==> config.mk <==
export PLATFORM = sky130hd
export DESIGN_NAME = tppwm_top
export DESIGN_NICKNAME = d
export VERILOG_FILES = /design/src/shared/tppwm_pkg.sv /design/src/rtl/tppwm_top.sv
export SDC_FILE = /design/constraint.sdc
export NUM_CORES = 1
export LEC_CHECK = 0
export BUFFER_PORTS_ARGS = -buffer_cell sky130_fd_sc_hd__buf_2
export CELL_PAD_IN_SITES_DETAIL_PLACEMENT = 0
export CELL_PAD_IN_SITES_GLOBAL_PLACEMENT = 1
export CORE_ASPECT_RATIO = 1.1
export CORE_MARGIN = 4
export CORE_UTILIZATION = 52
export CTS_BUF_LIST = sky130_fd_sc_hd__clkbuf_16
export CTS_CLUSTER_SIZE = 40
export DETAILED_ROUTE_END_ITERATION = 7
export GPL_ROUTABILITY_DRIVEN = 0
export PLACE_DENSITY_LB_ADDON = 0.1
export SLEW_MARGIN = 10
export SYNTH_ARGS = -nofsm -noshare
export SYNTH_HDL_FRONTEND = slang
export SYNTH_SLANG_ARGS = --single-unit
==> constraint.sdc <==
create_clock -name clk_i -period 9.91 [get_ports clk_i]
set_clock_uncertainty 0.2 [all_clocks]
set_input_delay 2.4775 -clock clk_i [delete_from_list [all_inputs] [get_ports clk_i]]
set_output_delay 2.4775 -clock clk_i [all_outputs]
set_load 0.005 [all_outputs]
==> src/shared/tppwm_pkg.sv <==
// Package of register map, field positions, reset values and bus carriers for the PWM block.
package tppwm_pkg;

   // ***********************************************************
   // Register offsets (byte addresses, one aligned word each)
   // ***********************************************************
   localparam logic [5:0] TPPWM_OFS_CONTROL = 6'h00;
   localparam logic [5:0] TPPWM_OFS_STATUS  = 6'h04;
   localparam logic [5:0] TPPWM_OFS_PERIOD  = 6'h08;
   localparam logic [5:0] TPPWM_OFS_DEAD    = 6'h0c;
   localparam logic [5:0] TPPWM_OFS_SYNCW   = 6'h10;
   localparam logic [5:0] TPPWM_OFS_CHOP    = 6'h14;
   localparam logic [5:0] TPPWM_OFS_DUTY0   = 6'h18;
   localparam logic [5:0] TPPWM_OFS_DUTY1   = 6'h1c;
   localparam logic [5:0] TPPWM_OFS_DUTY2   = 6'h20;
   localparam logic [5:0] TPPWM_OFS_OUTEN   = 6'h24;

   // ***********************************************************
   // Field positions
   // ***********************************************************
   localparam int TPPWM_CON_ENABLE   = 0;
   localparam int TPPWM_CON_SYNC_EN  = 1;
   localparam int TPPWM_CON_DOUBLE   = 2;
   localparam int TPPWM_CON_EXTTYPE  = 3;
   localparam int TPPWM_CON_SYNCSEL  = 4;
   localparam int TPPWM_STA_HALF     = 0;
   localparam int TPPWM_STA_TRIP_LVL = 3;
   localparam int TPPWM_STA_TRIP_IRQ = 8;
   localparam int TPPWM_STA_SYNC_IRQ = 9;
   localparam int TPPWM_CHOP_HI      = 8;
   localparam int TPPWM_CHOP_LO      = 9;
   localparam int TPPWM_XOVR_LSB     = 6;

   // ***********************************************************
   // Widths, reset values and timing constants
   // ***********************************************************
   localparam int TPPWM_PERIOD_W = 16;
   localparam int TPPWM_DEAD_W   = 10;
   localparam int TPPWM_CON_W    = 5;
   localparam int TPPWM_CHOP_W   = 10;
   localparam int TPPWM_OUTEN_W  = 9;
   localparam logic [TPPWM_CON_W-1:0]   TPPWM_CON_RST   = 5'h00;
   localparam logic [TPPWM_CHOP_W-1:0]  TPPWM_CHOP_RST  = 10'h000;
   localparam logic [TPPWM_OUTEN_W-1:0] TPPWM_OUTEN_RST = 9'h000;
   localparam logic [TPPWM_PERIOD_W-1:0] TPPWM_WORD_RST = 16'h0000;
   localparam int TPPWM_CHOP_MULT = 4;
   localparam logic [3:0] TPPWM_ARM_ALL = 4'hf;

   // ***********************************************************
   // Carriers
   // ***********************************************************
   typedef struct packed {
      logic        cyc;
      logic        stb;
      logic        we;
      logic [3:0]  sel;
      logic [5:0]  adr;
      logic [31:0] dat;
   } tppwm_wb_req_t;

   typedef struct packed {
      logic        ack;
      logic [31:0] dat;
   } tppwm_wb_rsp_t;

   typedef struct packed {
      logic [2:0] high;
      logic [2:0] low;
   } tppwm_gate_t;

endpackage

==> src/rtl/tppwm_top.sv <==
// Three-phase center-aligned PWM generator with Wishbone register file.
//
// The implementer's own choices: the register offsets and the Wishbone interface to the registers.
`timescale 1ns/1ps
// Summary of operation
// - Resume timing, latch duties at next sync
// - Switching period is unsigned 16 bits
// - Dead time is unsigned 10 bits
// - Sync pulse width is unsigned 10 bits
// - Control bit 4 selects external sync
// - Control bit 3 marks external sync synchronous
// - Control bit 2 selects double update
// - Control bit 1 enables synchronisation
// - Control bit 0 enables; trip clears it
// - Status bit 9 is sync interrupt pending
// - Status bit 8 is trip interrupt pending
// - Status bit 3 shows raw trip level
// - Status bit 0 high while counting down
// - Chop config bit 9 chops low outputs
// - Chop config bit 8 chops high outputs
// - Chop bits 7:0 set carrier period
// - Bits 8..6 cross over phases 0..2
// - Bits 5..0 force outputs off
// - Trip low forces outputs off asynchronously
// - Chop period is four times value plus one
// - Disable after crossover; latched at sync, or at midpoint in double update
// - Chopping disabled after reset
module tppwm_top (
   // Clock, reset and clock enable
   input  wire logic                    clk_i,
   input  wire logic                    rst_i,
   input  wire logic                    ce_i,
   // Wishbone slave
   input  wire tppwm_pkg::tppwm_wb_req_t wb_req_i,
   output tppwm_pkg::tppwm_wb_rsp_t     wb_rsp_o,
   // External sync and fault
   input  wire logic                    ext_sync_i,
   input  wire logic                    fault_trip_input_n_i,
   // Gate outputs, active low (high is off)
   output tppwm_pkg::tppwm_gate_t       gate_n_o,
   output logic                         period_sync_pulse_o
);
   import tppwm_pkg::*;

   // ***********************************************************
   // Register file
   // ***********************************************************
   logic [TPPWM_CON_W-1:0]    control_q;
   logic [TPPWM_PERIOD_W-1:0] period_q;
   logic [TPPWM_DEAD_W-1:0]   dead_q;
   logic [TPPWM_DEAD_W-1:0]   syncw_q;
   logic [TPPWM_CHOP_W-1:0]   chop_q;
   logic [TPPWM_PERIOD_W-1:0] duty_q [3];
   logic [TPPWM_OUTEN_W-1:0]  outen_q;
   logic                      sync_irq_q;
   logic                      trip_irq_q;
   logic [3:0]                armed_q;
   logic                      ack_q;
   logic [31:0]               rdat_q;

   wire req   = wb_req_i.cyc & wb_req_i.stb & ~ack_q;
   // Writes land at the edge where the master samples ack, never earlier.
   wire wr    = wb_req_i.cyc & wb_req_i.stb & ack_q & wb_req_i.we & ce_i;
   wire lo_en = wb_req_i.sel[0];
   wire hi_en = wb_req_i.sel[1];
   wire [15:0] wd = wb_req_i.dat[15:0];
   wire [5:0]  a  = wb_req_i.adr;
   wire w_con  = wr & (a == TPPWM_OFS_CONTROL);
   wire w_sta  = wr & (a == TPPWM_OFS_STATUS);
   wire w_per  = wr & (a == TPPWM_OFS_PERIOD);
   wire w_dead = wr & (a == TPPWM_OFS_DEAD);
   wire w_syw  = wr & (a == TPPWM_OFS_SYNCW);
   wire w_chop = wr & (a == TPPWM_OFS_CHOP);
   wire w_d0   = wr & (a == TPPWM_OFS_DUTY0);
   wire w_d1   = wr & (a == TPPWM_OFS_DUTY1);
   wire w_d2   = wr & (a == TPPWM_OFS_DUTY2);
   wire w_oen  = wr & (a == TPPWM_OFS_OUTEN);

   // Trip: the raw pin is used combinationally for the output kill path.
   wire trip_now = ~fault_trip_input_n_i;

   // ***********************************************************
   // Timing unit
   // ***********************************************************
   logic [TPPWM_PERIOD_W-1:0] cnt_q;
   logic                      down_q;
   logic [TPPWM_PERIOD_W-1:0] act_period_q;
   logic [TPPWM_PERIOD_W-1:0] act_duty_q [3];
   logic [TPPWM_DEAD_W-1:0]   act_dead_q;
   logic [TPPWM_OUTEN_W-1:0]  act_outen_q;
   logic [TPPWM_DEAD_W-1:0]   syncw_cnt_q;
   logic                      ext_sync_q;
   logic                      ext_sync_qq;
   logic                      ext_prev_q;

   wire enabled   = control_q[TPPWM_CON_ENABLE];
   wire running   = enabled & (armed_q == TPPWM_ARM_ALL) & ~trip_now;
   wire dbl_mode  = control_q[TPPWM_CON_DOUBLE];
   // Asynchronous external sync passes two flops; synchronous one is sampled once.
   wire ext_lvl   = control_q[TPPWM_CON_EXTTYPE] ? ext_sync_q : ext_sync_qq;
   wire ext_edge  = ext_lvl & ~ext_prev_q;
   wire use_ext   = control_q[TPPWM_CON_SYNCSEL] & control_q[TPPWM_CON_SYNC_EN];
   wire int_start = down_q ? 1'b0 : (cnt_q >= act_period_q);
   wire start     = running & (use_ext ? ext_edge : int_start);
   wire midpoint  = running & down_q & (cnt_q <= 16'h0001);
   wire load_new  = start | (midpoint & dbl_mode);

   always_ff @(posedge clk_i) begin
      if (rst_i) begin
         ext_sync_q  <= 1'b0;
         ext_sync_qq <= 1'b0;
         ext_prev_q  <= 1'b0;
      end else if (ce_i) begin
         ext_sync_q  <= ext_sync_i;
         ext_sync_qq <= ext_sync_q;
         ext_prev_q  <= ext_lvl;
      end
   end

   // Counter runs from period down to zero (first half), then back up.
   always_ff @(posedge clk_i) begin
      if (rst_i) begin
         cnt_q  <= TPPWM_WORD_RST;
         down_q <= 1'b0;
      end else if (ce_i) begin
         if (!running) begin
            cnt_q  <= TPPWM_WORD_RST;
            down_q <= 1'b0;
         end else if (start) begin
            cnt_q  <= period_q;
            down_q <= 1'b1;
         end else if (down_q) begin
            if (cnt_q <= 16'h0001) begin
               down_q <= 1'b0;
               cnt_q  <= TPPWM_WORD_RST;
            end else begin
               cnt_q <= cnt_q - 16'h0001;
            end
         end else if (cnt_q < act_period_q) begin
            cnt_q <= cnt_q + 16'h0001;
         end
      end
   end

   // Shadow values move to the active set only at sync or midpoint.
   always_ff @(posedge clk_i) begin
      if (rst_i) begin
         act_period_q <= TPPWM_WORD_RST;
         act_dead_q   <= '0;
         act_outen_q  <= TPPWM_OUTEN_RST;
         for (int i = 0; i < 3; i++) begin
            act_duty_q[i] <= TPPWM_WORD_RST;
         end
      end else if (ce_i && load_new) begin
         act_period_q <= period_q;
         act_dead_q   <= dead_q;
         act_outen_q  <= outen_q;
         for (int i = 0; i < 3; i++) begin
            act_duty_q[i] <= duty_q[i];
         end
      end
   end

   // Sync pulse width counter.
   always_ff @(posedge clk_i) begin
      if (rst_i) begin
         syncw_cnt_q <= '0;
      end else if (ce_i) begin
         if (!running) begin
            syncw_cnt_q <= '0;
         end else if (start) begin
            syncw_cnt_q <= syncw_q;
         end else if (syncw_cnt_q != '0) begin
            syncw_cnt_q <= syncw_cnt_q - 10'h001;
         end
      end
   end
   assign period_sync_pulse_o = (syncw_cnt_q != '0) & ~trip_now;

   // ***********************************************************
   // Phase comparators, crossover, disable and chopping
   // ***********************************************************
   logic [7:0] chop_cnt_q;
   logic [1:0] chop_qtr_q;
   wire chop_clk = chop_qtr_q[1];
   wire [7:0] chop_val = chop_q[7:0];

   // Carrier of 4*(value+1) cycles: two quarter steps high, two low.
   always_ff @(posedge clk_i) begin
      if (rst_i) begin
         chop_cnt_q <= 8'h00;
         chop_qtr_q <= 2'h0;
      end else if (ce_i) begin
         if (chop_cnt_q >= chop_val) begin
            chop_cnt_q <= 8'h00;
            chop_qtr_q <= chop_qtr_q + 2'h1;
         end else begin
            chop_cnt_q <= chop_cnt_q + 8'h01;
         end
      end
   end

   logic [2:0] raw_hi;
   logic [2:0] raw_lo;
   logic [2:0] x_hi;
   logic [2:0] x_lo;
   logic [5:0] gate_on;
   logic [5:0] gate_on_q;

   // High outputs are active while the counter is under duty and not under dead; low outputs at duty plus dead and above.
   always_comb begin
      for (int i = 0; i < 3; i++) begin
         raw_hi[i] = running & (cnt_q < act_duty_q[i]) &
                     (cnt_q >= {6'h00, act_dead_q});
         raw_lo[i] = running & ({1'b0, cnt_q} >=
                     ({1'b0, act_duty_q[i]} + {7'h00, act_dead_q}));
         x_hi[i]   = act_outen_q[TPPWM_XOVR_LSB+2-i] ? raw_lo[i] : raw_hi[i];
         x_lo[i]   = act_outen_q[TPPWM_XOVR_LSB+2-i] ? raw_hi[i] : raw_lo[i];
         // Disable bits: phase p low at 5-2p, high at 4-2p, after crossover.
         gate_on[3+i] = x_hi[i] & ~act_outen_q[4-2*i]
                        & (~chop_q[TPPWM_CHOP_HI] | chop_clk);
         gate_on[i]   = x_lo[i] & ~act_outen_q[5-2*i]
                        & (~chop_q[TPPWM_CHOP_LO] | chop_clk);
      end
   end

   always_ff @(posedge clk_i) begin
      if (rst_i) begin
         gate_on_q <= 6'h00;
      end else if (ce_i) begin
         gate_on_q <= gate_on;
      end
   end

   // The trip pin gates the registered drive with no clock in the path.
   assign gate_n_o.high = ~(gate_on_q[5:3] & {3{~trip_now}});
   assign gate_n_o.low  = ~(gate_on_q[2:0] & {3{~trip_now}});

   // ***********************************************************
   // Register writes and flags
   // ***********************************************************
   always_ff @(posedge clk_i) begin
      if (rst_i) begin
         control_q <= TPPWM_CON_RST;
         period_q  <= TPPWM_WORD_RST;
         dead_q    <= '0;
         syncw_q   <= '0;
         chop_q    <= TPPWM_CHOP_RST;
         outen_q   <= TPPWM_OUTEN_RST;
         armed_q   <= 4'h0;
         for (int i = 0; i < 3; i++) begin
            duty_q[i] <= TPPWM_WORD_RST;
         end
      end else if (ce_i) begin
         if (trip_now) begin
            control_q[TPPWM_CON_ENABLE] <= 1'b0;
            armed_q <= 4'h0;
         end else begin
            if (w_con && lo_en) control_q <= wd[TPPWM_CON_W-1:0];
            if (w_per)  armed_q[0] <= 1'b1;
            if (w_d0)   armed_q[1] <= 1'b1;
            if (w_d1)   armed_q[2] <= 1'b1;
            if (w_d2)   armed_q[3] <= 1'b1;
         end
         if (w_per) begin
            if (lo_en) period_q[7:0]  <= wd[7:0];
            if (hi_en) period_q[15:8] <= wd[15:8];
         end
         if (w_dead && lo_en) dead_q[7:0] <= wd[7:0];
         if (w_dead && hi_en) dead_q[9:8] <= wd[9:8];
         if (w_syw && lo_en) syncw_q[7:0] <= wd[7:0];
         if (w_syw && hi_en) syncw_q[9:8] <= wd[9:8];
         if (w_chop && lo_en) chop_q[7:0] <= wd[7:0];
         if (w_chop && hi_en) chop_q[9:8] <= wd[9:8];
         if (w_oen && lo_en) outen_q[7:0] <= wd[7:0];
         if (w_oen && hi_en) outen_q[8]   <= wd[8];
         for (int i = 0; i < 3; i++) begin
            if (((i == 0) ? w_d0 : (i == 1) ? w_d1 : w_d2)) begin
               if (lo_en) duty_q[i][7:0]  <= wd[7:0];
               if (hi_en) duty_q[i][15:8] <= wd[15:8];
            end
         end
      end
   end

   // Flags are cleared by writing one to status; a new event wins over the clear.
   wire clr_sync = w_sta & hi_en & wd[TPPWM_STA_SYNC_IRQ];
   wire clr_trip = w_sta & hi_en & wd[TPPWM_STA_TRIP_IRQ];
   always_ff @(posedge clk_i) begin
      if (rst_i) begin
         sync_irq_q <= 1'b0;
         trip_irq_q <= 1'b0;
      end else if (ce_i) begin
         if (start)         sync_irq_q <= 1'b1;
         else if (clr_sync) sync_irq_q <= 1'b0;
         if (trip_now && enabled) trip_irq_q <= 1'b1;
         else if (clr_trip)       trip_irq_q <= 1'b0;
      end
   end

   // ***********************************************************
   // Read path
   // ***********************************************************
   logic [15:0] rsel;
   always_comb begin
      rsel = 16'h0000;
      if (a == TPPWM_OFS_CONTROL) begin
         rsel = {11'h000, control_q};
      end else if (a == TPPWM_OFS_STATUS) begin
         rsel[TPPWM_STA_SYNC_IRQ] = sync_irq_q;
         rsel[TPPWM_STA_TRIP_IRQ] = trip_irq_q;
         rsel[TPPWM_STA_TRIP_LVL] = fault_trip_input_n_i;
         rsel[TPPWM_STA_HALF]     = down_q;
      end else if (a == TPPWM_OFS_PERIOD) begin
         rsel = period_q;
      end else if (a == TPPWM_OFS_DEAD) begin
         rsel = {6'h00, dead_q};
      end else if (a == TPPWM_OFS_SYNCW) begin
         rsel = {6'h00, syncw_q};
      end else if (a == TPPWM_OFS_CHOP) begin
         rsel = {6'h00, chop_q};
      end else if (a == TPPWM_OFS_DUTY0) begin
         rsel = duty_q[0];
      end else if (a == TPPWM_OFS_DUTY1) begin
         rsel = duty_q[1];
      end else if (a == TPPWM_OFS_DUTY2) begin
         rsel = duty_q[2];
      end else if (a == TPPWM_OFS_OUTEN) begin
         rsel = {7'h00, outen_q};
      end
   end

   // One wait state: ack follows the request by one edge, unmapped reads zero.
   always_ff @(posedge clk_i) begin
      if (rst_i) begin
         ack_q  <= 1'b0;
         rdat_q <= 32'h0000_0000;
      end else if (ce_i) begin
         ack_q  <= req;
         rdat_q <= {16'h0000, rsel};
      end
   end
   assign wb_rsp_o.ack = ack_q;
   assign wb_rsp_o.dat = rdat_q;

   // ***********************************************************
   // Assertions
   // ***********************************************************
   property p_trip_off;
      @(posedge clk_i) disable iff (rst_i)
      trip_now |-> (gate_n_o == 6'h3f) && !period_sync_pulse_o;
   endproperty
   a_trip_off: assert property (p_trip_off) else $error("outputs not off in trip");

   property p_trip_clears_en;
      @(posedge clk_i) disable iff (rst_i)
      (trip_now && ce_i) |=> !control_q[TPPWM_CON_ENABLE]
         && trip_irq_q == ($past(enabled) || ($past(trip_irq_q) && !$past(clr_trip)));
   endproperty
   a_trip_clears_en: assert property (p_trip_clears_en) else $error("trip did not clear enable");

   property p_rearm;
      @(posedge clk_i) disable iff (rst_i)
      ((armed_q != TPPWM_ARM_ALL) && ce_i) |=> (cnt_q == TPPWM_WORD_RST) && !down_q
         && !period_sync_pulse_o;
   endproperty
   a_rearm: assert property (p_rearm) else $error("ran without all writes");

   property p_sync_irq;
      @(posedge clk_i) disable iff (rst_i)
      (start && ce_i) |=> sync_irq_q && down_q;
   endproperty
   a_sync_irq: assert property (p_sync_irq) else $error("sync flag not set");

   property p_phase_bit;
      @(posedge clk_i) disable iff (rst_i)
      (ack_q && $past(a) == TPPWM_OFS_STATUS && $past(ce_i))
         |-> rdat_q[TPPWM_STA_HALF] == $past(down_q);
   endproperty
   a_phase_bit: assert property (p_phase_bit) else $error("phase bit wrong");

   property p_disable;
      @(posedge clk_i) disable iff (rst_i)
      ($past(act_outen_q[5]) && $past(ce_i)) |-> gate_n_o.low[0];
   endproperty
   a_disable: assert property (p_disable) else $error("disabled output active");

   property p_ack_one;
      @(posedge clk_i) disable iff (rst_i)
      (req && ce_i) |=> ack_q ##1 !ack_q;
   endproperty
   a_ack_one: assert property (p_ack_one) else $error("ack not one cycle");

   property p_chop_rst;
      @(posedge clk_i) $past(rst_i) |-> chop_q == TPPWM_CHOP_RST;
   endproperty
   a_chop_rst: assert property (p_chop_rst) else $error("chop not cleared");
endmodule

### After elaboration in Yosys (flattened, before gate mapping)

Memories as Yosys holds them, arrays and structs flattened.
Cells that the tools add are included.
Widths: inputs -> output; s select.

| cells by class | value |
|---|---|
| $add $sub $neg | 8 |
| order comparisons | 11 |
| equality and inequality tests | 17 |
| multiplexer cells | 88 |
| bitwise operators | 75 |
| reduce and logical (&&, ||, !) cells | 36 |

Operator list:

| kind | number |
|---|---|
| $mux 16 | 16 |
| $lt 16x16->1 | 4 |
| $mux 1 | 56 |
| $mux 8 | 7 |
| $add 16x10->17 | 3 |
| $ge 16x17->1 | 3 |
| $and 1x1->1 | 48 |
| $reduce_and 2->1 | 18 |
| $mux 10 | 3 |
| $eq 6x5->1 const B | 4 |
| $add 16x1->16 const B | 1 |
| $ge 16x10->1 | 1 |
| $ge 16x16->1 | 1 |
| $le 16x1->1 const B | 1 |
| $sub 16x1->16 const B | 1 |
| $eq 6x4->1 const B | 2 |
| $eq 6x6->1 const B | 2 |
| $or 1x1->1 | 12 |
| $logic_and 1x1->1 | 11 |
| $not 1->1 | 11 |
| $ne 2x1->1 const B | 5 |
| $reduce_bool 10->1 | 1 |
| $sub 10x1->10 const B | 1 |
| $mux 9 | 1 |
| 15 further kinds | 22 |

| storage, ports and cells | value |
|---|---|
| register bits | 164 |
| RAM bits | 96 |
| bits of input ports | 50 |
| output and inout port bits | 40 |
| word-level logic and storage cells | 269 |
| memories kept | 2 |

Memory list:

| name | depth | width | rd ports | clocked after memory_dff | write ports | line | source |
|---|---|---|---|---|---|---|---|
| act_duty_q | 3 | 16 | 3 | 0 | 3 | tppwm_top.sv:88 | `logic [TPPWM_PERIOD_W-1:0] act_duty_q [3];` |
| duty_q | 3 | 16 | 3 | 0 | 3 | tppwm_top.sv:53 | `logic [TPPWM_PERIOD_W-1:0] duty_q [3];` |

### Logic depth before layout (Yosys ltp)

| logic depth | value |
|---|---|
| word-level depth | 12 |
| gate-level depth with buffers | 16 |
| mapped depth without buffers | 16 |

### Worst setup path before layout

OpenSTA, ideal clock, no wires.

| path | value |
|---|---|
| path type | input to output |
| start | input fault_trip_input_n_i |
| end | output period_sync_pulse_o |
| arrival | 2,903 ps |
| data required time | 7,233 ps |
| setup slack | 4,329 ps |
| stages on the path | 2 |
| path buffers | 1 |
| cells stage by stage | clkbuf_1 > nor2b_1 |

| between the ends | value |
|---|---|
| longest elaborated chain between the ends | 1 |

RTL lines:

| element | line | source |
|---|---|---|
| from (decl) | tppwm_top.sv:38 | `input wire logic fault_trip_input_n_i,` |
| $and 1x1->1 | tppwm_top.sv:178 | `assign period_sync_pulse_o = (syncw_cnt_q != '0) & ~trip_now;` |
| to (decl) | tppwm_top.sv:41 | `output logic period_sync_pulse_o` |

No other way between the ends.

==> metrics.cfg <==
[final_layout]
ff_latch_area_um2 = 6170
layout-area-overhead-vs-synth_pct = 8.93
multi_input_gate_area_um2 = 9780
final_net_count = 2110
layout_commonest_cell = dfxtp_1
layout.cells.most_common_list = dfxtp_1, ha_1, nand2_1
diodes = 0
fill_cells = 2919
post_route_cells_drive_above_1_share_pct = 8.24
postLayoutCoreUtil_pct = 57.8

[floorplanning]
horizontal_die_dimension_um = 179
die_height_um = 197
boundaryPins = 90
initial_core_util_pct = 53.1
row_count = 68
coreArea_um2 = 31700
die_area_um2 = 35300

[timing]
final_hold_violations = 0
slew_headroom_pct = 27.4
min_period_ns = 5.96
slew_viol_final = 0
fin_tns_setup_ns = 0
worst_pin_slew_ns = 1.09
period_share_pct = 60.1
timing.final.setup_violations = 0
fmaxAchievable_mhz = 168
setup_repair_after_global_routing_missed_its_margin = no

[worst_setup_path]
critical-path-top-delay-family = buffers and inverters
critical_path.reg2reg.startpoint = cnt_q[14]$_SDFFE_PP0P_
timing.setup.critical_path_class = in2out
worst_case_reg_to_reg_path_depth = 10
highest_cell_delay_on_the_worst_timing_path_ns = 0.42
critPathBufInv = 2
worstSetupStartpointType = input pin
critical_path.slowest_cell = buf_2
critPathMostFrequentCell = buf_2
reg2reg_to = act_duty_q[0][42]$_SDFFCE_PN0P_
path_max_fanout = 16
critPathCaptureType = primary output
reg2reg_slack_ns = 4.93
worst_ep_arrival_time_ns = 3.28
timing.critical_path.required_ns = 7.23
critPathLaunch = fault_trip_input_n_i
crit_path_cell_trace = buf_2, nand2_1, buf_2

[route]
drtIter0Drc = 1121
totalWireLength_um = 50300
average_detailed_routed_wire_length_per_instance_um = 21.5
final_antenna_net_count = 0
detail_route.first_pass.iterations = 6
remaining_drc_errors = 0
vias_per_cell = 6.00
via_count = 14000

[global_route]
globalRoute.totalOverflow = 0
number_of_antenna_violations_at_the_first_check_in_global_routing = 2
grt_first_pass_wirelength_um = 78100
first_global_vias = 13800
grt_max_degree = 67
groute.usage.overall_pct = 27.9

[cts]
cts-root-to-sink-buffers = 3
worst_setup_hold_path_clk_slew_ns = 0.07
cts_setup_buffers = 0
number_of_buffers_created_by_cts = 28
cts_hold_buffers = 0
clk_root_buffer_cell = clkbuf_16
cts_repair_resize_count = 0
clock_sink_count = 260
cts_tree = done
clock_latency_ns = 0.56
cts.htree.levels = 1

[yosys]
synth_async_sr_flop_share_pct = 0
postSynth.topFlopCell = dfxtp_1
yosys_warnings = 0
postSynthAreaPerCell_um2 = 9.00
synth_edf_count = 96
post_synth_instance_area_um2 = 16800
post_synthesis_sequential_area_ratio_pct = 36.7
netlist.top_cell.by_area = dfxtp_1
count_of_different_cell_masters_after_synthesis = 80
synthTopCellsByArea = dfxtp_1, edfxtp_1, ha_1
syn-instance-count = 1868
synth.top_cell.area_share_pct = 19.5
ys_seq_elements = 260

[pwr]
worst_ir_drop_vdd_uv = 109
cellPowerDensity_nw_per_um2 = 127
reported_leakage_power_uw = 0.00729
total_power_uw = 2330

[min_path]
min-delay-path-class = reg2reg
worstHoldStart = gate_on_q[0]$_SDFFE_PP0P_
holdPathEnd = gate_on_q[0]$_SDFFE_PP0P_
hold-path-cell-count = 2

[place]
buffer_ports.inserted = 55
detailedPlacementHpwl_um = 37400

[run_status]
run_status = complete, no violations

[run]
max-cap-violations = 0

[Yosys cell counts, drive strengths merged, types with 12 or more instances]
library cell	n
nor3	44
buf	43
a21oi	109
nand2	139
inv	109
xor2	32
and2	80
a31oi	16
mux2i	99
nand2b	86
ha	162
edfxtp	96
o21ai	106
nor2	127
nand3	66
dfxtp	164
nand4	30
o211ai	13
clkbuf	63
xnor2	41
a211oi	13
a22oi	12
and3	12
a21o	34
[registers in the layout, summed over array words and instances, names as in the netlist, 4 cells and up]
| register | cells |
|---|---|
| outen_q | 9 |
| duty_q | 48 |
| chop_cnt_q | 8 |
| cnt_q | 16 |
| act_period_q | 16 |
| act_outen_q | 9 |
| chop_q | 10 |
| gate_on_q | 6 |
| dead_q | 10 |
| syncw_cnt_q | 10 |
| syncw_q | 10 |
| period_q | 16 |
| control_q | 5 |
| armed_q | 4 |
| rdat_q | 16 |
| act_dead_q | 10 |
| act_duty_q | 48 |
[cell type report]
class / instances / area share [%]
Multi-Input combinational cell: 1408 / 53.4
Tap cell: 420 / 2.87
Inverter: 109 / 2.23
Timing Repair Buffer: 88 / 2.87
Sequential cell: 260 / 33.7
Clock buffer: 29 / 3.96
Clock inverter: 23 / 0.957
[per-stage QoR]
step / cells / hold WS (ns) / setup slack [ns] / instance area [um^2]
after CTS: 2337 / 0.260 / 3.99 / 18300
after global placement: 2285 / 0.238 / 3.99 / 17400
after floorplan: 1883 / 0.226 / 4.33 / 16900
after detailed placement: 2285 / 0.245 / 3.99 / 17400
after global routing: 2337 / 0.288 / 3.95 / 18300
final: 2337 / 0.259 / 3.95 / 18300
[routing by layer]
metal	up-vias	track usage [%]	wire length, um
met5	-	0	0
met1	6724	36.4	21700
met3	106	3.73	3030
met2	467	46.5	23100
met4	0	12.6	2510
li1	6725	-	-
[where the power goes]
| part | switching [uW] | leakage (uW) | internal, uW | total (uW) |
|---|---|---|---|---|
| Sequential | 17.8 | 0.00227 | 1130 | 1140 |
| Combinational | 94.3 | 0.00455 | 48.3 | 143 |
| Clock | 441 | 0.000470 | 604 | 1040 |
[worst min-delay path, cell delays in order (launching register included)]
cell and delay [ns]:
dfxtp_1 0.33, nand2_1 0.05, nand3_1 0.05
[logic make-up after synthesis]
kind of cell / synth area share, %
DFF: 36.7
buffers and inverters: 5.69
other: 0.0223
muxes: 6.10
adders and majority gates: 12.4
AOI/OAI and AO/OA: 15.7
xor gates and xnor gates: 3.80
and+or+nand+nor: 19.5
[how the worst max path moves through the flow]
stage / to / cells after the start
after floorplan: period_sync_pulse_o / 2
after global placement: gate_n_o[0] / 3
after detailed placement: gate_n_o[0] / 3
after CTS: gate_n_o[0] / 3
after global routing: gate_n_o[0] / 3
final: gate_n_o[3] / 3
Power figures use the tool's default switching activity.
